File: config.mk
export PLATFORM = sky130hd
export DESIGN_NAME = ieb_interrupt_enable_bank
export DESIGN_NICKNAME = d
export VERILOG_FILES = /design/src/ieb_pkg.sv /design/src/ieb_interrupt_enable_bank.sv
export SDC_FILE = /design/constraint.sdc
export NUM_CORES = 1
export LEC_CHECK = 0
export ABC_CLOCK_PERIOD_IN_PS = 40400
export CORE_AREA = 2 2 205 207
export CTS_CLUSTER_SIZE = 8
export DETAILED_ROUTE_END_ITERATION = 16
export DIE_AREA = 0 0 207 209
export DONT_BUFFER_PORTS = 1
export PLACE_DENSITY = 0.56
export SYNTH_ARGS = -nofsm -noshare
export SYNTH_HDL_FRONTEND = slang
export SYNTH_SLANG_ARGS = --single-unit
File: constraint.sdc
create_clock -name pclk -period 40.4 [get_ports pclk]
set_input_delay 2.02 -clock pclk [delete_from_list [all_inputs] [get_ports pclk]]
set_output_delay 2.02 -clock pclk [all_outputs]
set_load 0.01 [all_outputs]
File: src/ieb_pkg.sv
package ieb_pkg;

  localparam int          IEB_GROUPS     = 4;
  localparam int          IEB_SOURCES    = 64;
  localparam int          IEB_PRIO_W     = 3;
  localparam int          IEB_PRIO_WORDS = 8;
  localparam int          IEB_PRIO_NIB   = 4;

  localparam logic [15:0] IEB_IMPL_G1 = 16'hfedf;
  localparam logic [15:0] IEB_IMPL_G2 = 16'h3fe3;
  localparam logic [15:0] IEB_IMPL_G3 = 16'h4066;
  localparam logic [15:0] IEB_IMPL_G4 = 16'h210e;
  localparam logic [63:0] IEB_IMPL_ALL = {IEB_IMPL_G4, IEB_IMPL_G3, IEB_IMPL_G2, IEB_IMPL_G1};

  // Register word indexes; byte address is index times four
  localparam logic [3:0]  IEB_IDX_EN_FIRST   = 4'h0;
  localparam logic [3:0]  IEB_IDX_FLAG_FIRST = 4'h4;
  localparam logic [3:0]  IEB_IDX_PRIO_FIRST = 4'h8;
  localparam logic [7:0]  IEB_OFS_EN1   = 8'h00;
  localparam logic [7:0]  IEB_OFS_EN2   = 8'h04;
  localparam logic [7:0]  IEB_OFS_EN3   = 8'h08;
  localparam logic [7:0]  IEB_OFS_EN4   = 8'h0c;
  localparam logic [7:0]  IEB_OFS_FLAG1 = 8'h10;
  localparam logic [7:0]  IEB_OFS_PRIO0 = 8'h20;

  localparam logic [15:0] IEB_EN_RESET   = 16'h0000;
  localparam logic [15:0] IEB_FLAG_RESET = 16'h0000;
  localparam logic [2:0]  IEB_PRIO_RESET = 3'h4;
  localparam logic [2:0]  IEB_PRIO_OFF   = 3'h0;

  // Group 1 field positions
  localparam int UART2_TRANSMIT_ENABLE = 15;
  localparam int UART2_RECEIVE_ENABLE  = 14;
  localparam int EXTERNAL_IRQ2_ENABLE  = 13;
  localparam int TIMER5_ENABLE         = 12;
  localparam int TIMER4_ENABLE         = 11;
  localparam int COMPARE4_ENABLE       = 10;
  localparam int COMPARE3_ENABLE       = 9;
  localparam int CAPTURE8_ENABLE       = 7;
  localparam int CAPTURE7_ENABLE       = 6;
  localparam int EXTERNAL_IRQ1_ENABLE  = 4;
  localparam int CHANGE_NOTIFY_ENABLE  = 3;
  localparam int COMPARATOR_ENABLE     = 2;
  localparam int I2C1_MASTER_ENABLE    = 1;
  localparam int I2C1_SLAVE_ENABLE     = 0;
  // Group 2 field positions
  localparam int PARALLEL_PORT_ENABLE  = 13;
  localparam int COMPARE8_ENABLE       = 12;
  localparam int COMPARE5_ENABLE       = 9;
  localparam int CAPTURE6_ENABLE       = 8;
  localparam int CAPTURE3_ENABLE       = 5;
  localparam int SPI2_EVENT_ENABLE     = 1;
  localparam int SPI2_FAULT_ENABLE     = 0;
  // Group 3 field positions
  localparam int CALENDAR_CLOCK_ENABLE = 14;
  localparam int EXTERNAL_IRQ4_ENABLE  = 6;
  localparam int EXTERNAL_IRQ3_ENABLE  = 5;
  localparam int I2C2_MASTER_ENABLE    = 2;
  localparam int I2C2_SLAVE_ENABLE     = 1;
  // Group 4 field positions
  localparam int CHARGE_TIME_ENABLE        = 13;
  localparam int LOW_VOLTAGE_ENABLE        = 8;
  localparam int CHECKSUM_GENERATOR_ENABLE = 3;
  localparam int UART2_ERROR_ENABLE        = 2;
  localparam int UART1_ERROR_ENABLE        = 1;

endpackage

File: src/ieb_interrupt_enable_bank.sv
// The register offsets and the APB register port were chosen for this implementation.
`timescale 1ns/1ps
`default_nettype none
module ieb_interrupt_enable_bank
  import ieb_pkg::*;
#(
  parameter int ADDR_WIDTH = 8
) (
  input  wire logic                  pclk,
  input  wire logic                  presetn,
  input  wire logic                  psel,
  input  wire logic                  penable,
  input  wire logic                  pwrite,
  input  wire logic [ADDR_WIDTH-1:0] paddr,
  input  wire logic [31:0]           pwdata,
  output logic      [31:0]           prdata,
  output logic                       pready,
  output logic                       pslverr,
  input  wire logic [63:0]           src_event,
  output logic      [63:0]           req_out,
  output logic      [2:0]            irq_level,
  output logic                       irq
);

  if (ADDR_WIDTH < 7) begin : g_check
    $error("ADDR_WIDTH must be at least 7");
  end

  logic [63:0] en_reg;
  logic [63:0] en_next;
  logic [63:0] flag_reg;
  logic [63:0] flag_next;
  logic [2:0]  prio_reg [IEB_SOURCES];
  logic [2:0]  prio_next [IEB_SOURCES];
  logic [63:0] req_reg;
  logic [63:0] req_next;
  logic [2:0]  lvl_reg;
  logic [2:0]  lvl_next;
  logic [31:0] rdata_reg;
  logic [31:0] rdata_next;
  logic [63:0] prio_live;

  logic        mapped;
  logic [3:0]  idx;
  logic        setup_rd;
  logic        acc_wr;
  logic [1:0]  grp;
  logic [2:0]  pword;

  assign idx      = paddr[5:2];
  assign grp      = paddr[3:2];
  assign pword    = paddr[4:2];
  assign mapped   = (paddr[1:0] == 2'h0) && (paddr[ADDR_WIDTH-1:6] == '0);
  assign setup_rd = psel && !penable && !pwrite;
  assign acc_wr   = psel && penable && pwrite && mapped;

  // Zero-wait slave; read data was captured during the setup cycle
  assign pready  = psel && penable;
  assign pslverr = psel && penable && !mapped;
  assign prdata  = rdata_reg;

  always_comb begin
    for (int i = 0; i < IEB_SOURCES; i++) begin
      prio_live[i] = (prio_reg[i] != IEB_PRIO_OFF);
    end
  end

  // Enable registers
  always_comb begin
    en_next = en_reg;
    if (acc_wr && idx[3:2] == IEB_IDX_EN_FIRST[3:2]) begin
      en_next[16*grp +: 16] = pwdata[15:0] & IEB_IMPL_ALL[16*grp +: 16];
    end
  end

  // Flags: an event wins over a same-cycle write-one clear
  always_comb begin
    logic [63:0] clr;
    clr = '0;
    if (acc_wr && idx[3:2] == IEB_IDX_FLAG_FIRST[3:2]) begin
      clr[16*grp +: 16] = pwdata[15:0];
    end
    flag_next = ((flag_reg & ~clr) | src_event) & IEB_IMPL_ALL;
  end

  // Priority fields, one nibble per source
  always_comb begin
    for (int i = 0; i < IEB_SOURCES; i++) begin
      prio_next[i] = prio_reg[i];
    end
    if (acc_wr && idx[3] == IEB_IDX_PRIO_FIRST[3]) begin
      for (int n = 0; n < IEB_PRIO_WORDS; n++) begin
        prio_next[8*pword + n] = pwdata[IEB_PRIO_NIB*n +: IEB_PRIO_W];
      end
    end
  end

  // Forwarded requests and highest pending level
  always_comb begin
    req_next = flag_reg & en_reg & prio_live & IEB_IMPL_ALL;
    lvl_next = IEB_PRIO_OFF;
    for (int i = 0; i < IEB_SOURCES; i++) begin
      if (req_next[i] && prio_reg[i] > lvl_next) begin
        lvl_next = prio_reg[i];
      end
    end
  end

  // Read data mux, sampled in the setup cycle
  always_comb begin
    rdata_next = rdata_reg;
    if (setup_rd) begin
      rdata_next = 32'h0000_0000;
      if (mapped) begin
        if (idx[3:2] == IEB_IDX_EN_FIRST[3:2]) begin
          rdata_next[15:0] = en_reg[16*grp +: 16] & IEB_IMPL_ALL[16*grp +: 16];
        end else if (idx[3:2] == IEB_IDX_FLAG_FIRST[3:2]) begin
          rdata_next[15:0] = flag_reg[16*grp +: 16];
        end else begin
          for (int n = 0; n < IEB_PRIO_WORDS; n++) begin
            rdata_next[IEB_PRIO_NIB*n +: IEB_PRIO_W] =
              prio_reg[8*pword + n] & {IEB_PRIO_W{IEB_IMPL_ALL[8*pword + n]}};
          end
        end
      end
    end
  end

  always_ff @(posedge pclk or negedge presetn) begin
    if (!presetn) begin
      en_reg    <= {4{IEB_EN_RESET}};
      flag_reg  <= {4{IEB_FLAG_RESET}};
      req_reg   <= 64'h0;
      lvl_reg   <= IEB_PRIO_OFF;
      rdata_reg <= 32'h0;
      for (int i = 0; i < IEB_SOURCES; i++) begin
        prio_reg[i] <= IEB_PRIO_RESET;
      end
    end else begin
      en_reg    <= en_next;
      flag_reg  <= flag_next;
      req_reg   <= req_next;
      lvl_reg   <= lvl_next;
      rdata_reg <= rdata_next;
      for (int i = 0; i < IEB_SOURCES; i++) begin
        prio_reg[i] <= prio_next[i];
      end
    end
  end

  assign req_out   = req_reg;
  assign irq_level = lvl_reg;
  assign irq       = |req_reg;
endmodule
`default_nettype wire

# Yosys cells after proc, flatten, opt, wreduce, memory -nomap -nowiden
# Memories as Yosys holds them, arrays and structs flattened.
# Cells that the tools add are included.
# word_totals
ff_bits	357
latch_bits	0
mem_bits_rw	0
romBits	456
output_inout_bits	102
wordCells	411
memories	8
# classes
addsub	8
n_mul	0
div	0
n_lt_le_gt_ge	59
eq_ne	1
shift	6
muxes	114
n_bitwise	24
reduce_logical	122
# memory_table
name	words	word_bits	read_ports	rd_clocked_by_memory_dff	write_ports	line	text
(name not given)	64	1	1	0	0	ieb_interrupt_enable_bank.sv:122	prio_reg[8*pword + n] & {IEB_PRIO_W{IEB_IMPL_ALL[8*pword + n]}};
(name not given)	64	1	1	0	0	ieb_interrupt_enable_bank.sv:122	
(name not given)	64	1	1	0	0	ieb_interrupt_enable_bank.sv:122	
(name not given)	64	1	1	0	0	ieb_interrupt_enable_bank.sv:122	
(name not given)	64	1	1	0	0	ieb_interrupt_enable_bank.sv:122	
(name not given)	64	1	1	0	0	ieb_interrupt_enable_bank.sv:122	
+2 memories	--	--	--	--	--	--	
# ops
cell	count
192-bit bitwise mux	8
33-bit by 7-bit greater-or-equal comparator with 1-bit output, second input constant	8
33-bit by 1-bit less-than comparator with 1-bit output, second input constant	8
62-bit bitwise AND	4
32-bit inverter with 33-bit output	7
3-bit two-way mux	74
3-bit nonzero test	62
3-bit binary-select mux with 6-bit select	8
3-bit demux with 6-bit select	8
64-bit by 7-bit indexed part select with 16-bit output	2
3-bit > comparator	34
64-bit bitwise mux	1
16-bit by 34-bit variable shift with 64-bit output, first input constant	1
16-bit by 34-bit indexed part select with 64-bit output	1
64-bit by 7-bit indexed part select with 16-bit output, first input constant	1
62-bit two-way mux	1
62-bit inverter	1
62-bit OR	1
16-bit by 34-bit indexed part select with 62-bit output	1
1-bit logical AND	53
7-bit less-than comparator, second input constant	7
35-bit OR reduction	1
6-bit negator with 34-bit output	1
6-bit inverter with 33-bit output	1
13 further kinds	40

# Depth between registers and ports, before layout
# Gate-level depths: netlist (run 1).
# logic_depth
word_depth	106
ltp_mapped	221

# Worst setup path before layout (run 1)
# Ideal clock, no wire load.
# synth_timing
kind	flip-flop to flip-flop
start	register prio_reg[191] (netlist bit)
end	register lvl_reg[0] (netlist: irq_level[0])
setup_ns	0.083
arrival_time_ns	36.481
required_time_ns	40.317
slack_ns	3.836
path_stages_with_launch	212
cell_sequence	dfstp_2 and3_1 inv_1 ha_1 and3b_1 o211ai_2 nand2_1 o21ai_0 ha_1 nor2_1 o21ai_0 a21oi_1 mux2_2 ha_1 or2_2 a31oi_1 a211o_1 or4b_2 [176 not listed] nor2_1 nor2_1 o31ai_1 maj3_2 a22o_1 ha_1 nor2b_1 o21ai_0 inv_1 o21ai_0 o211ai_1 and2_1 ha_1 nor2b_1 o21a_1 o211ai_1 o21ai_0 o22ai_1
# synth_via
elab_chain_cells	106
# synth_rtl
element	line	text
start: declaration	ieb_interrupt_enable_bank.sv:33	logic [2:0] prio_reg [IEB_SOURCES];
start signal: indexed assignment	ieb_interrupt_enable_bank.sv:146	prio_reg[i] <= prio_next[i];
parallel branches: the longest is 3 deep, another holds 3-bit by 1-bit > comparator with 1-bit output	--	
3-bit two-way mux *	ieb_interrupt_enable_bank.sv:103	if (req_next[i] && prio_reg[i] > lvl_next) begin
3-bit > comparator	ieb_interrupt_enable_bank.sv:103	
1-bit logical AND	ieb_interrupt_enable_bank.sv:103	
3-bit two-way mux *	ieb_interrupt_enable_bank.sv:103	
3-bit > comparator	ieb_interrupt_enable_bank.sv:103	
1-bit logical AND	ieb_interrupt_enable_bank.sv:103	
3-bit two-way mux *	ieb_interrupt_enable_bank.sv:103	
[89 not listed]	--	
3-bit two-way mux *	ieb_interrupt_enable_bank.sv:103	
3-bit > comparator	ieb_interrupt_enable_bank.sv:103	
1-bit logical AND	ieb_interrupt_enable_bank.sv:103	
3-bit two-way mux *	ieb_interrupt_enable_bank.sv:103	
3-bit > comparator	ieb_interrupt_enable_bank.sv:103	
1-bit logical AND	ieb_interrupt_enable_bank.sv:103	
3-bit two-way mux *	ieb_interrupt_enable_bank.sv:103	
via lvl_next[0]	ieb_interrupt_enable_bank.sv:38	logic [2:0] lvl_next;
end signal: assignment	ieb_interrupt_enable_bank.sv:143	lvl_reg <= lvl_next;
end: declaration	ieb_interrupt_enable_bank.sv:37	logic [2:0] lvl_reg;
# Mark *: on every way through the listed nets, which the timed path passes.
# A chain may end at the register's enable or synchronous reset.

# Worst setup path after layout (run 1)
# layout_timing
start	register prio_reg[191] (netlist bit)
end	register lvl_reg[2] (netlist: irq_level[2])
# The elaborated chain is that of the path after synthesis.

==> run_results.csv, run 1 <==
group,metric,value,unit
status,outcome,"complete, no violations",
synthesis,synth_warnings,0,
pwr,p_comb_frac,0.042,
finish,fin_nets,2063,
clock_tree,cts_tree,"done",
clock_tree,clk_pin_slew,50,ps
sta,worstMarginPinSlew,1160,ps
worst_setup_path,r2r_slack,2210,ps
drt,routed_via_density,6.41,
synthesis,synth-main-ff-cell,"dfrtp_1",
floorplanning,ios,211,
sta,whs,481,ps
worst_setup_path,crit_type,"reg2reg",
global_routing,antenna_found_initial,2,
pwr,p_clk_frac,0.506,
synthesis,yosysTopAreaCell,"dfrtp_1",
drt,wl,70700,um
floorplanning,coreArea,41300,sq um
global_routing,gr-total-overflow,0,
finish,drive_gt1_frac,0.235,
finish,final_common_cell,"dfrtp_1",
synthesis,synth.top_cell.area_share,0.346,
pwr,switching_share,0.236,
pwr,p_int,0.528,mW
global_routing,grt_pass1_vias,14900,
clock_tree,clkLatencyLatePin,580,ps
sta,hold_viol,0,
sta,period_needed,38190,ps
worst_setup_path,worstPathArrival,38650,ps
clock_tree,clock_path_buffers,3,
synthesis,ys_seq_area_frac,0.416,
sta,max_freq,26.2,MHz
placed_design,port_buffers,0,
synthesis,syn_inst,1890,
placed_design,routabilityCongestion,0.957,
sta,setup_ws,2210,ps
worst_setup_path,rr_worst_depth,220,
clock_tree,h-tree-depth,2,
floorplanning,fp.dieH,209,um
drt,post-route-drc-count,0,
clock_tree,hold_buffers,0,
sta,fin_setup_tns,0,ps
finish,final_cell_mix,"252 x dfrtp_1, 233 x nand2_1, 146 x mux2_2",
pwr,totalPowerFinal,0.691,mW
pwr,power_frac_seq,0.453,
synthesis,synth-edff-count,0,
min_path,worst_hold_path.num_cells,2,
worst_setup_path,critPathMaxFanout,5,
worst_setup_path,crit_slowest_cell,"dfstp_2",
global_routing,grtUsageTotal,0.321,
drt,via_count,15900,
synthesis,syn_area_per_cell,9.71,sq um
floorplanning,die_w,207,um
finish,area_growth,13.0,%
run,maxCapViolCount,0,
synthesis,synth_cell_types,101,
synthesis,syn_area,18400,sq um
worst_setup_path,rr_endpoint,"irq_level[2]$_DFF_PN0_",
synthesis,synth.area.top_cells,"dfrtp_1 35%, mux2_2 9.0%, dfstp_2 7.0%",
sta,slew_viol_final,0,
min_path,worstHoldStart,"en_reg[18]$_DFFE_PN0P_",
sta,slew_headroom,0.217,
worst_setup_path,critPathMostFrequentCell,"ha_1",
clock_tree,root_buffer,"clkbuf_16",
sta,final.period_utilization,0.945,
drt,drtIter0Drc,1629,
floorplanning,num_rows,75,
sta,fin_skew,23.6,ps
min_path,whs_endpoint,"en_reg[18]$_DFFE_PN0P_",
placed_design,dpl_worst_slack,-322,ps
pwr,p_switching,0.163,mW
drt,wl_per_cell,28.5,um
placed_design,hpwl,51100,um
global_routing,grt_pass1_wl,103000,um
finish,largest_reg_flops,154,
min_path,hp-class,"reg2reg",
pwr,powerDensity,33.3,nW/um^2
global_routing,grt_max_degree,304,
finish,design_area,20800,sq um
clock_tree,cts-buffers-inserted,44,
clock_tree,cts_sinks,303,
pwr,vdd.ir_drop.worst,31.6,uV
sta,setup_viol,0,
synthesis,ys_async_sr_fraction,1.00,
worst_setup_path,critical_path.max_stage_delay,560,ps
placed_design,dpl_cell_area,18900,sq um
worst_setup_path,worstSetupEndpointType,"flop",
synthesis,synth_seq_cells,303,
floorplanning,start_util,0.445,
drt,drt_first_pass_iters,6,
worst_setup_path,cp-start-kind,"flop",
floorplanning,fp.dieArea,43300,sq um
pwr,leakage,9.11,nW
drt,postRouteAntennaNets,0,
worst_setup_path,rr_startpoint,"prio_reg[191]$_DFFE_PN1P_",
worst_setup_path,worstPathRequired,40870,ps
synthesized netlist by cell type, types with 9 or more instances:
cell,number
ha_1,47
nand4_1,12
o211ai_1,19
nor2b_1,10
o31ai_1,18
nor3_1,30
dfrtp_1,254
and2_1,32
a21oi_1,54
nand3_1,52
nand2_1,234
nor2_1,121
a22o_1,21
mux2_2,146
mux2i_1,39
dfstp_2,49
and3_1,35
o22ai_1,11
clkbuf_1,93
o21ai_0,136
a21boi_0,10
nor4_1,10
inv_1,72
nand2b_1,10
a22oi_1,16
mux4_2,27
a31oi_1,27
o2111ai_1,9
o21a_1,18
buf_4,33
a21o_1,48
o311a_1,24
metal layers:
layer	vias up	track usage	wire length, um
met1	8032	0.441	29300
met2	720	0.509	32600
met3	143	0.0528	5900
li1	6993	-	-
met4	0	0.123	2860
met5	-	0	0
final cells by class:
class / instances / area [sq um]
Inverter: 74 / 278
Tap cell: 539 / 674
Antenna cell: 1 / 2.50
Multi-Input combinational cell: 1413 / 10400
Sequential cell: 303 / 7650
Timing Repair Buffer: 71 / 533
Fill cell: 3957 / 20500
Clock buffer: 77 / 1260
Clock inverter: 1 / 7.51
critical path: cells and delay by family, from the launching register on:
family | cells | cell delay (ps)
fa+ha+maj | 40 | 11150
buf+inv | 17 | 1630
flops | 1 | 560
mux | 9 | 2450
compound gates | 87 | 13970
simple gates | 67 | 8260
stage by stage:
| stage | util | cells |
|---|---|---|
| after floorplan | - | 1922 |
| after global placement | 0.458 | 2378 |
| after detailed placement | 0.458 | 2378 |
| after CTS | 0.490 | 2456 |
| after global routing | 0.503 | 2478 |
| final | 0.503 | 2479 |
repair_timing:
action                                  in CTS  in global routing
setup buffers                                0                 22
pin swaps                                    0                 55
gates resized for setup                     10                103
endpoints found under the setup margin       3                  3
endpoints found under the hold margin        0                  0
logic make-up (layout without fill, tap and decap cells):
logic type,after synthesis,count (layout),share of synthesized area
simple gates,583,583,0.147
compound gates,527,527,0.204
flops,303,303,0.416
mux,213,213,0.145
buf+inv,206,223,0.0497
fa+ha+maj,56,56,0.0370
other cells,1,34,0.000204
xor+xnor,1,1,0.000477
power by group through the flow:
stage / combinational, mW / clock [mW] / sequential (mW)
after floorplan: 0.0262 / 0 / 0.315
after global placement: 0.0263 / 0 / 0.317
after detailed placement: 0.0267 / 0 / 0.317
after CTS: 0.0269 / 0.356 / 0.312
after global routing: 0.0309 / 0.368 / 0.313
final: 0.0288 / 0.350 / 0.313
how the worst max path moves through the flow:
stage                                         start                endpoint  cells after the start
after floorplan           prio_reg[191]$_DFFE_PN1P_  irq_level[0]$_DFF_PN0_                    211
after global placement    prio_reg[191]$_DFFE_PN1P_  irq_level[2]$_DFF_PN0_                    220
after detailed placement  prio_reg[191]$_DFFE_PN1P_  irq_level[2]$_DFF_PN0_                    217
after CTS                 prio_reg[191]$_DFFE_PN1P_  irq_level[2]$_DFF_PN0_                    218
after global routing      prio_reg[191]$_DFFE_PN1P_  irq_level[2]$_DFF_PN0_                    225
final                     prio_reg[191]$_DFFE_PN1P_  irq_level[2]$_DFF_PN0_                    220
(Power assumes the default switching activity.)
==> inputs of run 2 (changes only) <==
--- a/config.mk
+++ b/config.mk
@@ -6,12 +6,12 @@
 export NUM_CORES = 1
 export LEC_CHECK = 0
 export ABC_CLOCK_PERIOD_IN_PS = 40400
+export BUFFER_PORTS_ARGS = -buffer_cell sky130_fd_sc_hd__buf_4
 export CORE_AREA = 2 2 205 207
 export CTS_CLUSTER_SIZE = 8
 export DETAILED_ROUTE_END_ITERATION = 16
 export DIE_AREA = 0 0 207 209
-export DONT_BUFFER_PORTS = 1
-export PLACE_DENSITY = 0.56
+export PLACE_DENSITY = 0.61
 export SYNTH_ARGS = -nofsm -noshare
 export SYNTH_HDL_FRONTEND = slang
 export SYNTH_SLANG_ARGS = --single-unit
==> run 2 against run 1 <==
Power up 4.2%. Largest power group unchanged. Clock skew down 3.0 ps. Largest cell class unchanged. Sequential share of layout area down 1.8 points. Clock power up 1%. Design area up 5.3%. First-iteration DRC count about the same. Non-clock buffer count up 135. Worst hold slack worse by 5.3 ps.
==> run_results.csv, run 2 (synthesis gave the netlist of run 1 again) <==
group,metric,value,unit
sta,period_needed,38300,ps
sta,worstMarginPinSlew,1170,ps
drt,wl,70100,um
finish,fin_nets,2198,
drt,drt_first_pass_iters,5,
finish,final_common_cell,"dfrtp_1",
pwr,leakage,9.85,nW
worst_setup_path,critPathMostFrequentCell,"ha_1",
pwr,vdd.ir_drop.worst,23.9,uV
finish,seq_area,7650,sq um
worst_setup_path,crit_type,"reg2reg",
worst_setup_path,worstSetupEndpointType,"flop",
drt,postRouteAntennaNets,0,
drt,via_count,16500,
placed_design,routabilityCongestion,0.959,
pwr,totalPowerFinal,0.720,mW
clock_tree,cts-buffers-inserted,44,
worst_setup_path,worstPathRequired,40880,ps
worst_setup_path,worstPathArrival,38780,ps
global_routing,gr-total-overflow,0,
sta,slew_headroom,0.213,
finish,area_growth,19.0,%
run,maxCapViolCount,0,
status,outcome,"complete, no violations",
worst_setup_path,critPathMaxFanout,5,
placed_design,hpwl,51300,um
finish,largest_reg_flops,154,
finish,design_area,21800,sq um
floorplanning,ios,211,
placed_design,dpl_cell_area,20000,sq um
sta,final.period_utilization,0.948,
floorplanning,coreArea,41300,sq um
worst_setup_path,crit_slowest_cell,"dfstp_2",
global_routing,grt_use_met3,0.0583,
clock_tree,clock_path_buffers,3,
clock_tree,hold_buffers,0,
floorplanning,die_w,207,um
finish,multi_input_area,10400,sq um
drt,post-route-drc-count,0,
finish,fill_cells,3757,
worst_setup_path,cp-start-kind,"flop",
clock_tree,clk_pin_slew,50,ps
global_routing,antenna_found_initial,5,
clock_tree,root_buffer,"clkbuf_16",
placed_design,port_buffers,144,
worst_setup_path,critical_path.max_stage_delay,550,ps
finish,final_cell_mix,"252 x dfrtp_1, 231 x nand2_1, 204 x buf_4",
floorplanning,start_util,0.445,
sta,setup_viol,0,
clock_tree,clkLatencyLatePin,580,ps
finish,antenna_cells,0,
sta,max_freq,26.1,MHz
drt,drtIter0Drc,1630,
clock_tree,cts_tree,"done",
global_routing,grtUsageTotal,0.318,
global_routing,grt_pass1_vias,15900,
clock_tree,cts_sinks,303,
drt,wl_per_cell,26.8,um
global_routing,grt_max_degree,183,
drt,routed_via_density,6.32,
global_routing,top_usage_layer,"met2",
global_routing,globalRouteMet2Util,0.496,
finish,drive_gt1_frac,0.290,
sta,hold_viol,0,
global_routing,grt_pass1_wl,103000,um
sta,fin_skew,20.6,ps
pwr,powerDensity,33.0,nW/um^2
clock_tree,h-tree-depth,2,
floorplanning,num_rows,75,
sta,slew_viol_final,0,
floorplanning,fp.dieArea,43300,sq um
min_path,hp-class,"reg2reg",
floorplanning,fp.dieH,209,um
global_routing,met1_usage,0.428,
## run 2: cell types whose count changed in the layout (fill, tap and decap cells not counted), sizes merged
cell / change
buf: +135
clkbuf: +2
clkinvlp: -1
diode: -1
inv: +2
## run 2: area by class of cell
cell class,count,share of cell area
Multi-Input combinational cell,1413,0.476
Timing Repair Buffer,206,0.0717
Inverter,74,0.0127
Sequential cell,303,0.350
Clock buffer,79,0.0583
Tap cell,539,0.0309
Clock inverter,2,0.000802
## run 2: power breakdown
group	internal (mW)	leakage [nW]	total [mW]	switching [mW]
Clock	0.211	0.616	0.355	0.144
Sequential	0.308	3.77	0.312	0.00473
Combinational	0.0178	5.46	0.0533	0.0355
Total	0.536	9.85	0.720	0.184
## run 2: path summary, 6_finish.rpt
check,start,to,slack [ps],cells after the start
min in group asynchronous,presetn,req_out[37]$_DFF_PN0_,1490,1
max in group asynchronous,presetn,prio_reg[129]$_DFFE_PN0P_,37380,2
setup reg to reg,prio_reg[191]$_DFFE_PN1P_,irq_level[1]$_DFF_PN0_,2100,220
hold reg to reg,prdata[3]$_DFFE_PN0P_,prdata[3]$_DFFE_PN0P_,480,2
hold / removal,prdata[3]$_DFFE_PN0P_,prdata[3]$_DFFE_PN0P_,480,2
setup / recovery,prio_reg[191]$_DFFE_PN1P_,irq_level[1]$_DFF_PN0_,2100,220
## run 2: critical path: cells and delay by family, from the launching register on
family          cells  cell delay (ps)
compound gates     90            14780
flops               1              550
simple gates       66             7770
fa+ha+maj          41            11490
buf+inv            15             1420
mux                 8             2100
## run 2: per-layer routing
metal / wire (um) / part of all wire / vias to the layer above
li1: - / - / 7243
met5: 43 / 0.00061 / -
met4: 3710 / 0.053 / 6
met3: 6220 / 0.089 / 195
met1: 28500 / 0.41 / 8263
met2: 31600 / 0.45 / 822
## run 2: stage by stage
stage               instances   util  setup slack [ps]  hold slack, ps  setup TNS [ps]
floorplan                1922      -              3840             438               0
global placement         2517  0.484              95.4             452               0
detailed placement       2517  0.484              -646             466           -1890
CTS                      2599  0.516              18.6             482               0
global route             2616  0.529              -441             505           -1240
finish                   2616  0.529              2100             476               0
## run 2: timing repair
| action | CTS | global route |
|---|---|---|
| endpoints found under the hold margin | 0 | 0 |
| setup buffers | 1 | 17 |
| pin swaps | 2 | 56 |
| resized for setup | 12 | 108 |
| setup endpoints to repair | 3 | 3 |
==> inputs of run 3 (changes only) <==
--- a/config.mk
+++ b/config.mk
@@ -7,11 +7,11 @@
 export LEC_CHECK = 0
 export ABC_CLOCK_PERIOD_IN_PS = 40400
 export BUFFER_PORTS_ARGS = -buffer_cell sky130_fd_sc_hd__buf_4
-export CORE_AREA = 2 2 205 207
+export CORE_AREA = 2 2 186 188
 export CTS_CLUSTER_SIZE = 8
 export DETAILED_ROUTE_END_ITERATION = 16
-export DIE_AREA = 0 0 207 209
-export PLACE_DENSITY = 0.61
+export DIE_AREA = 0 0 188 190
+export PLACE_DENSITY = 0.72
 export SYNTH_ARGS = -nofsm -noshare
 export SYNTH_HDL_FRONTEND = slang
 export SYNTH_SLANG_ARGS = --single-unit
==> run 3 against run 2 <==
Worst hold slack got worse by 12 ps. Design area decreased by 0.93%. Largest power group unchanged. Die area decreased by 17%. Clock skew decreased by 8.2 ps. Flip-flop and latch count unchanged. Sequential share of layout area increased by 0.32 points. Power decreased by 1.9%. Cell count decreased by 3.6%.
==> run_results.csv, run 3 (synthesis gave the netlist of run 1 again) <==
group,metric,value,unit
finish,fill_cells,2802,
sta,slew_viol_final,0,
finish,seq_area,7640,sq um
floorplanning,coreArea,33900,sq um
sta,fin_setup_tns,0,ps
finish,final_cell_mix,"254 x dfrtp_1, 232 x nand2_1, 198 x buf_4",
min_path,worst_hold_path.num_cells,2,
drt,postRouteAntennaNets,0,
worst_setup_path,path_buf_inv,12,
global_routing,grt_pass1_vias,15600,
worst_setup_path,crit_cells,217,
clock_tree,cts_tree,"done",
worst_setup_path,rr_endpoint,"irq_level[0]$_DFF_PN0_",
finish,antenna_cells,0,
worst_setup_path,critical_path.max_stage_delay,550,ps
sta,hold_viol,0,
status,outcome,"complete, no violations",
worst_setup_path,crit_start,"prio_reg[191]$_DFFE_PN1P_",
worst_setup_path,worstPathArrival,38590,ps
worst_setup_path,cp-start-kind,"flop",
sta,slew_headroom,0.189,
worst_setup_path,crit_slowest_cell,"dfstp_2",
global_routing,grt_max_degree,89,
global_routing,grtUsageTotal,0.366,
sta,final.period_utilization,0.944,
sta,period_needed,38140,ps
floorplanning,ios,211,
worst_setup_path,rr_worst_depth,217,
drt,drtIter0Drc,1652,
worst_setup_path,r2r_slack,2260,ps
pwr,p_switching,0.173,mW
worst_setup_path,crit_type,"reg2reg",
pwr,switching_share,0.245,
floorplanning,die_w,188,um
finish,area_growth,17.9,%
floorplanning,fp.dieH,190,um
worst_setup_path,path_delay_family,"compound AO/OA/AOI/OAI gates",
worst_setup_path,endpoint,"irq_level[0]$_DFF_PN0_",
placed_design,routabilityCongestion,0.997,
drt,drt_first_pass_iters,7,
sta,setup_viol,0,
pwr,vdd.ir_drop.worst,30.4,uV
sta,fin_skew,12.4,ps
clock_tree,clkLatencyLatePin,550,ps
placed_design,hpwl,48300,um
floorplanning,fp.dieArea,35700,sq um
pwr,p_comb_frac,0.074,
floorplanning,start_util,0.541,
pwr,leakage,9.79,nW
floorplanning,num_rows,68,
pwr,powerDensity,32.7,nW/um^2
worst_setup_path,rr_startpoint,"prio_reg[191]$_DFFE_PN1P_",
finish,multi_input_area,10400,sq um
clock_tree,root_buffer,"clkbuf_16",
worst_setup_path,worstPathRequired,40850,ps
pwr,totalPowerFinal,0.707,mW
finish,drive_gt1_frac,0.282,
clock_tree,cts_sinks,303,
clock_tree,clk_pin_slew,50,ps
drt,wl_per_cell,26.3,um
pwr,p_int,0.533,mW
min_path,hp-class,"reg2reg",
drt,routed_via_density,6.61,
worst_setup_path,worstSetupEndpointType,"flop",
pwr,p_clk_frac,0.484,
placed_design,port_buffers,144,
clock_tree,clock_path_buffers,3,
worst_setup_path,critPathMostFrequentCell,"ha_1",
sta,worstMarginPinSlew,1200,ps
global_routing,gr-total-overflow,0,
worst_setup_path,critPathMaxFanout,4,
finish,largest_reg_flops,154,
global_routing,grt_pass1_wl,97600,um
clock_tree,h-tree-depth,2,
finish,final_common_cell,"dfrtp_1",
pwr,power_frac_seq,0.442,
global_routing,antenna_found_initial,2,
drt,via_count,16700,
sta,max_freq,26.2,MHz
drt,wl,66200,um
run,maxCapViolCount,0,
finish,fin_nets,2191,
drt,post-route-drc-count,0,
clock_tree,cts-buffers-inserted,44,
==> run 3: cell types whose count changed in the layout (fill, tap and decap cells not counted), moves of 3 or more <==
cell	before	now
nor2_1	98	101
a21oi_2	10	7
nor2_2	19	15
buf_4	204	198
a21oi_1	46	49
==> run 3: how the worst min path moves through the flow <==
stage	from	end	slack, ps
6_report	prdata[12]$_DFFE_PN0P_	prdata[12]$_DFFE_PN0P_	460
2_1_floorplan	en_reg[45]$_DFFE_PN0P_	en_reg[45]$_DFFE_PN0P_	440
5_1_grt	en_reg[45]$_DFFE_PN0P_	en_reg[45]$_DFFE_PN0P_	490
3_5_place_dp	en_reg[45]$_DFFE_PN0P_	en_reg[45]$_DFFE_PN0P_	460
3_3_place_gp	en_reg[45]$_DFFE_PN0P_	en_reg[45]$_DFFE_PN0P_	450
4_1_cts	prdata[12]$_DFFE_PN0P_	prdata[12]$_DFFE_PN0P_	470
==> run 3: cell type report <==
type	instances	share of cell area
tap	455	0.0263
clock buffer	78	0.0582
inverter	74	0.0128
multi-input combinational	1413	0.480
timing repair buffer	199	0.0694
clock inverter	1	0.000347
sequential	303	0.353
==> run 3: power by group through the flow <==
stage	registers, mW	logic, mW	clock network, mW
2_1_floorplan	0.315	0.0262	0
3_3_place_gp	0.317	0.0485	0
3_5_place_dp	0.317	0.0492	0
4_1_cts	0.312	0.0496	0.345
5_1_grt	0.313	0.0556	0.358
6_report	0.313	0.0521	0.342
==> run 3: timing repair <==
action                     CTS  global route
setup endpoints to repair    3             3
hold buffers                 0             0
hold endpoints to repair     0             0
setup buffers                2            30
pin swaps                    1            46
resized for setup           15            96
==> run 3: metal layers <==
| metal | up-vias | global-route usage | share of wire |
|---|---|---|---|
| li1 | 7231 | - | - |
| met1 | 8225 | 0.498 | 0.40 |
| met2 | 980 | 0.562 | 0.44 |
| met3 | 233 | 0.0681 | 0.10 |
| met4 | 0 | 0.187 | 0.060 |
| met5 | - | 0 | 0 |
==> run 3: worst reg2reg max path: cells and delay by family (launching register included) <==
| kind | cells | cell delay (ps) |
|---|---|---|
| AO/OA/AOI/OAI | 86 | 14310 |
| buffers and inverters | 12 | 1000 |
| flip-flops | 1 | 550 |
| multiplexers | 8 | 2110 |
| AND/OR/NAND/NOR | 69 | 8240 |
| adder cells (fa/ha/maj) | 42 | 11790 |
==> run 3: per-stage QoR <==
| step | hold WS, ps | worst slack [ps] | utilization | cells | instance area, sq um |
|---|---|---|---|---|---|
| floorplan | 438 | 3840 | - | 1922 | 18500 |
| global placement | 451 | 24.7 | 0.581 | 2412 | 19700 |
| detailed placement | 460 | -915 | 0.581 | 2412 | 19700 |
| CTS | 473 | 8.76 | 0.620 | 2493 | 21000 |
| global route | 485 | -298 | 0.638 | 2523 | 21600 |
| finish | 464 | 2260 | 0.638 | 2523 | 21600 |
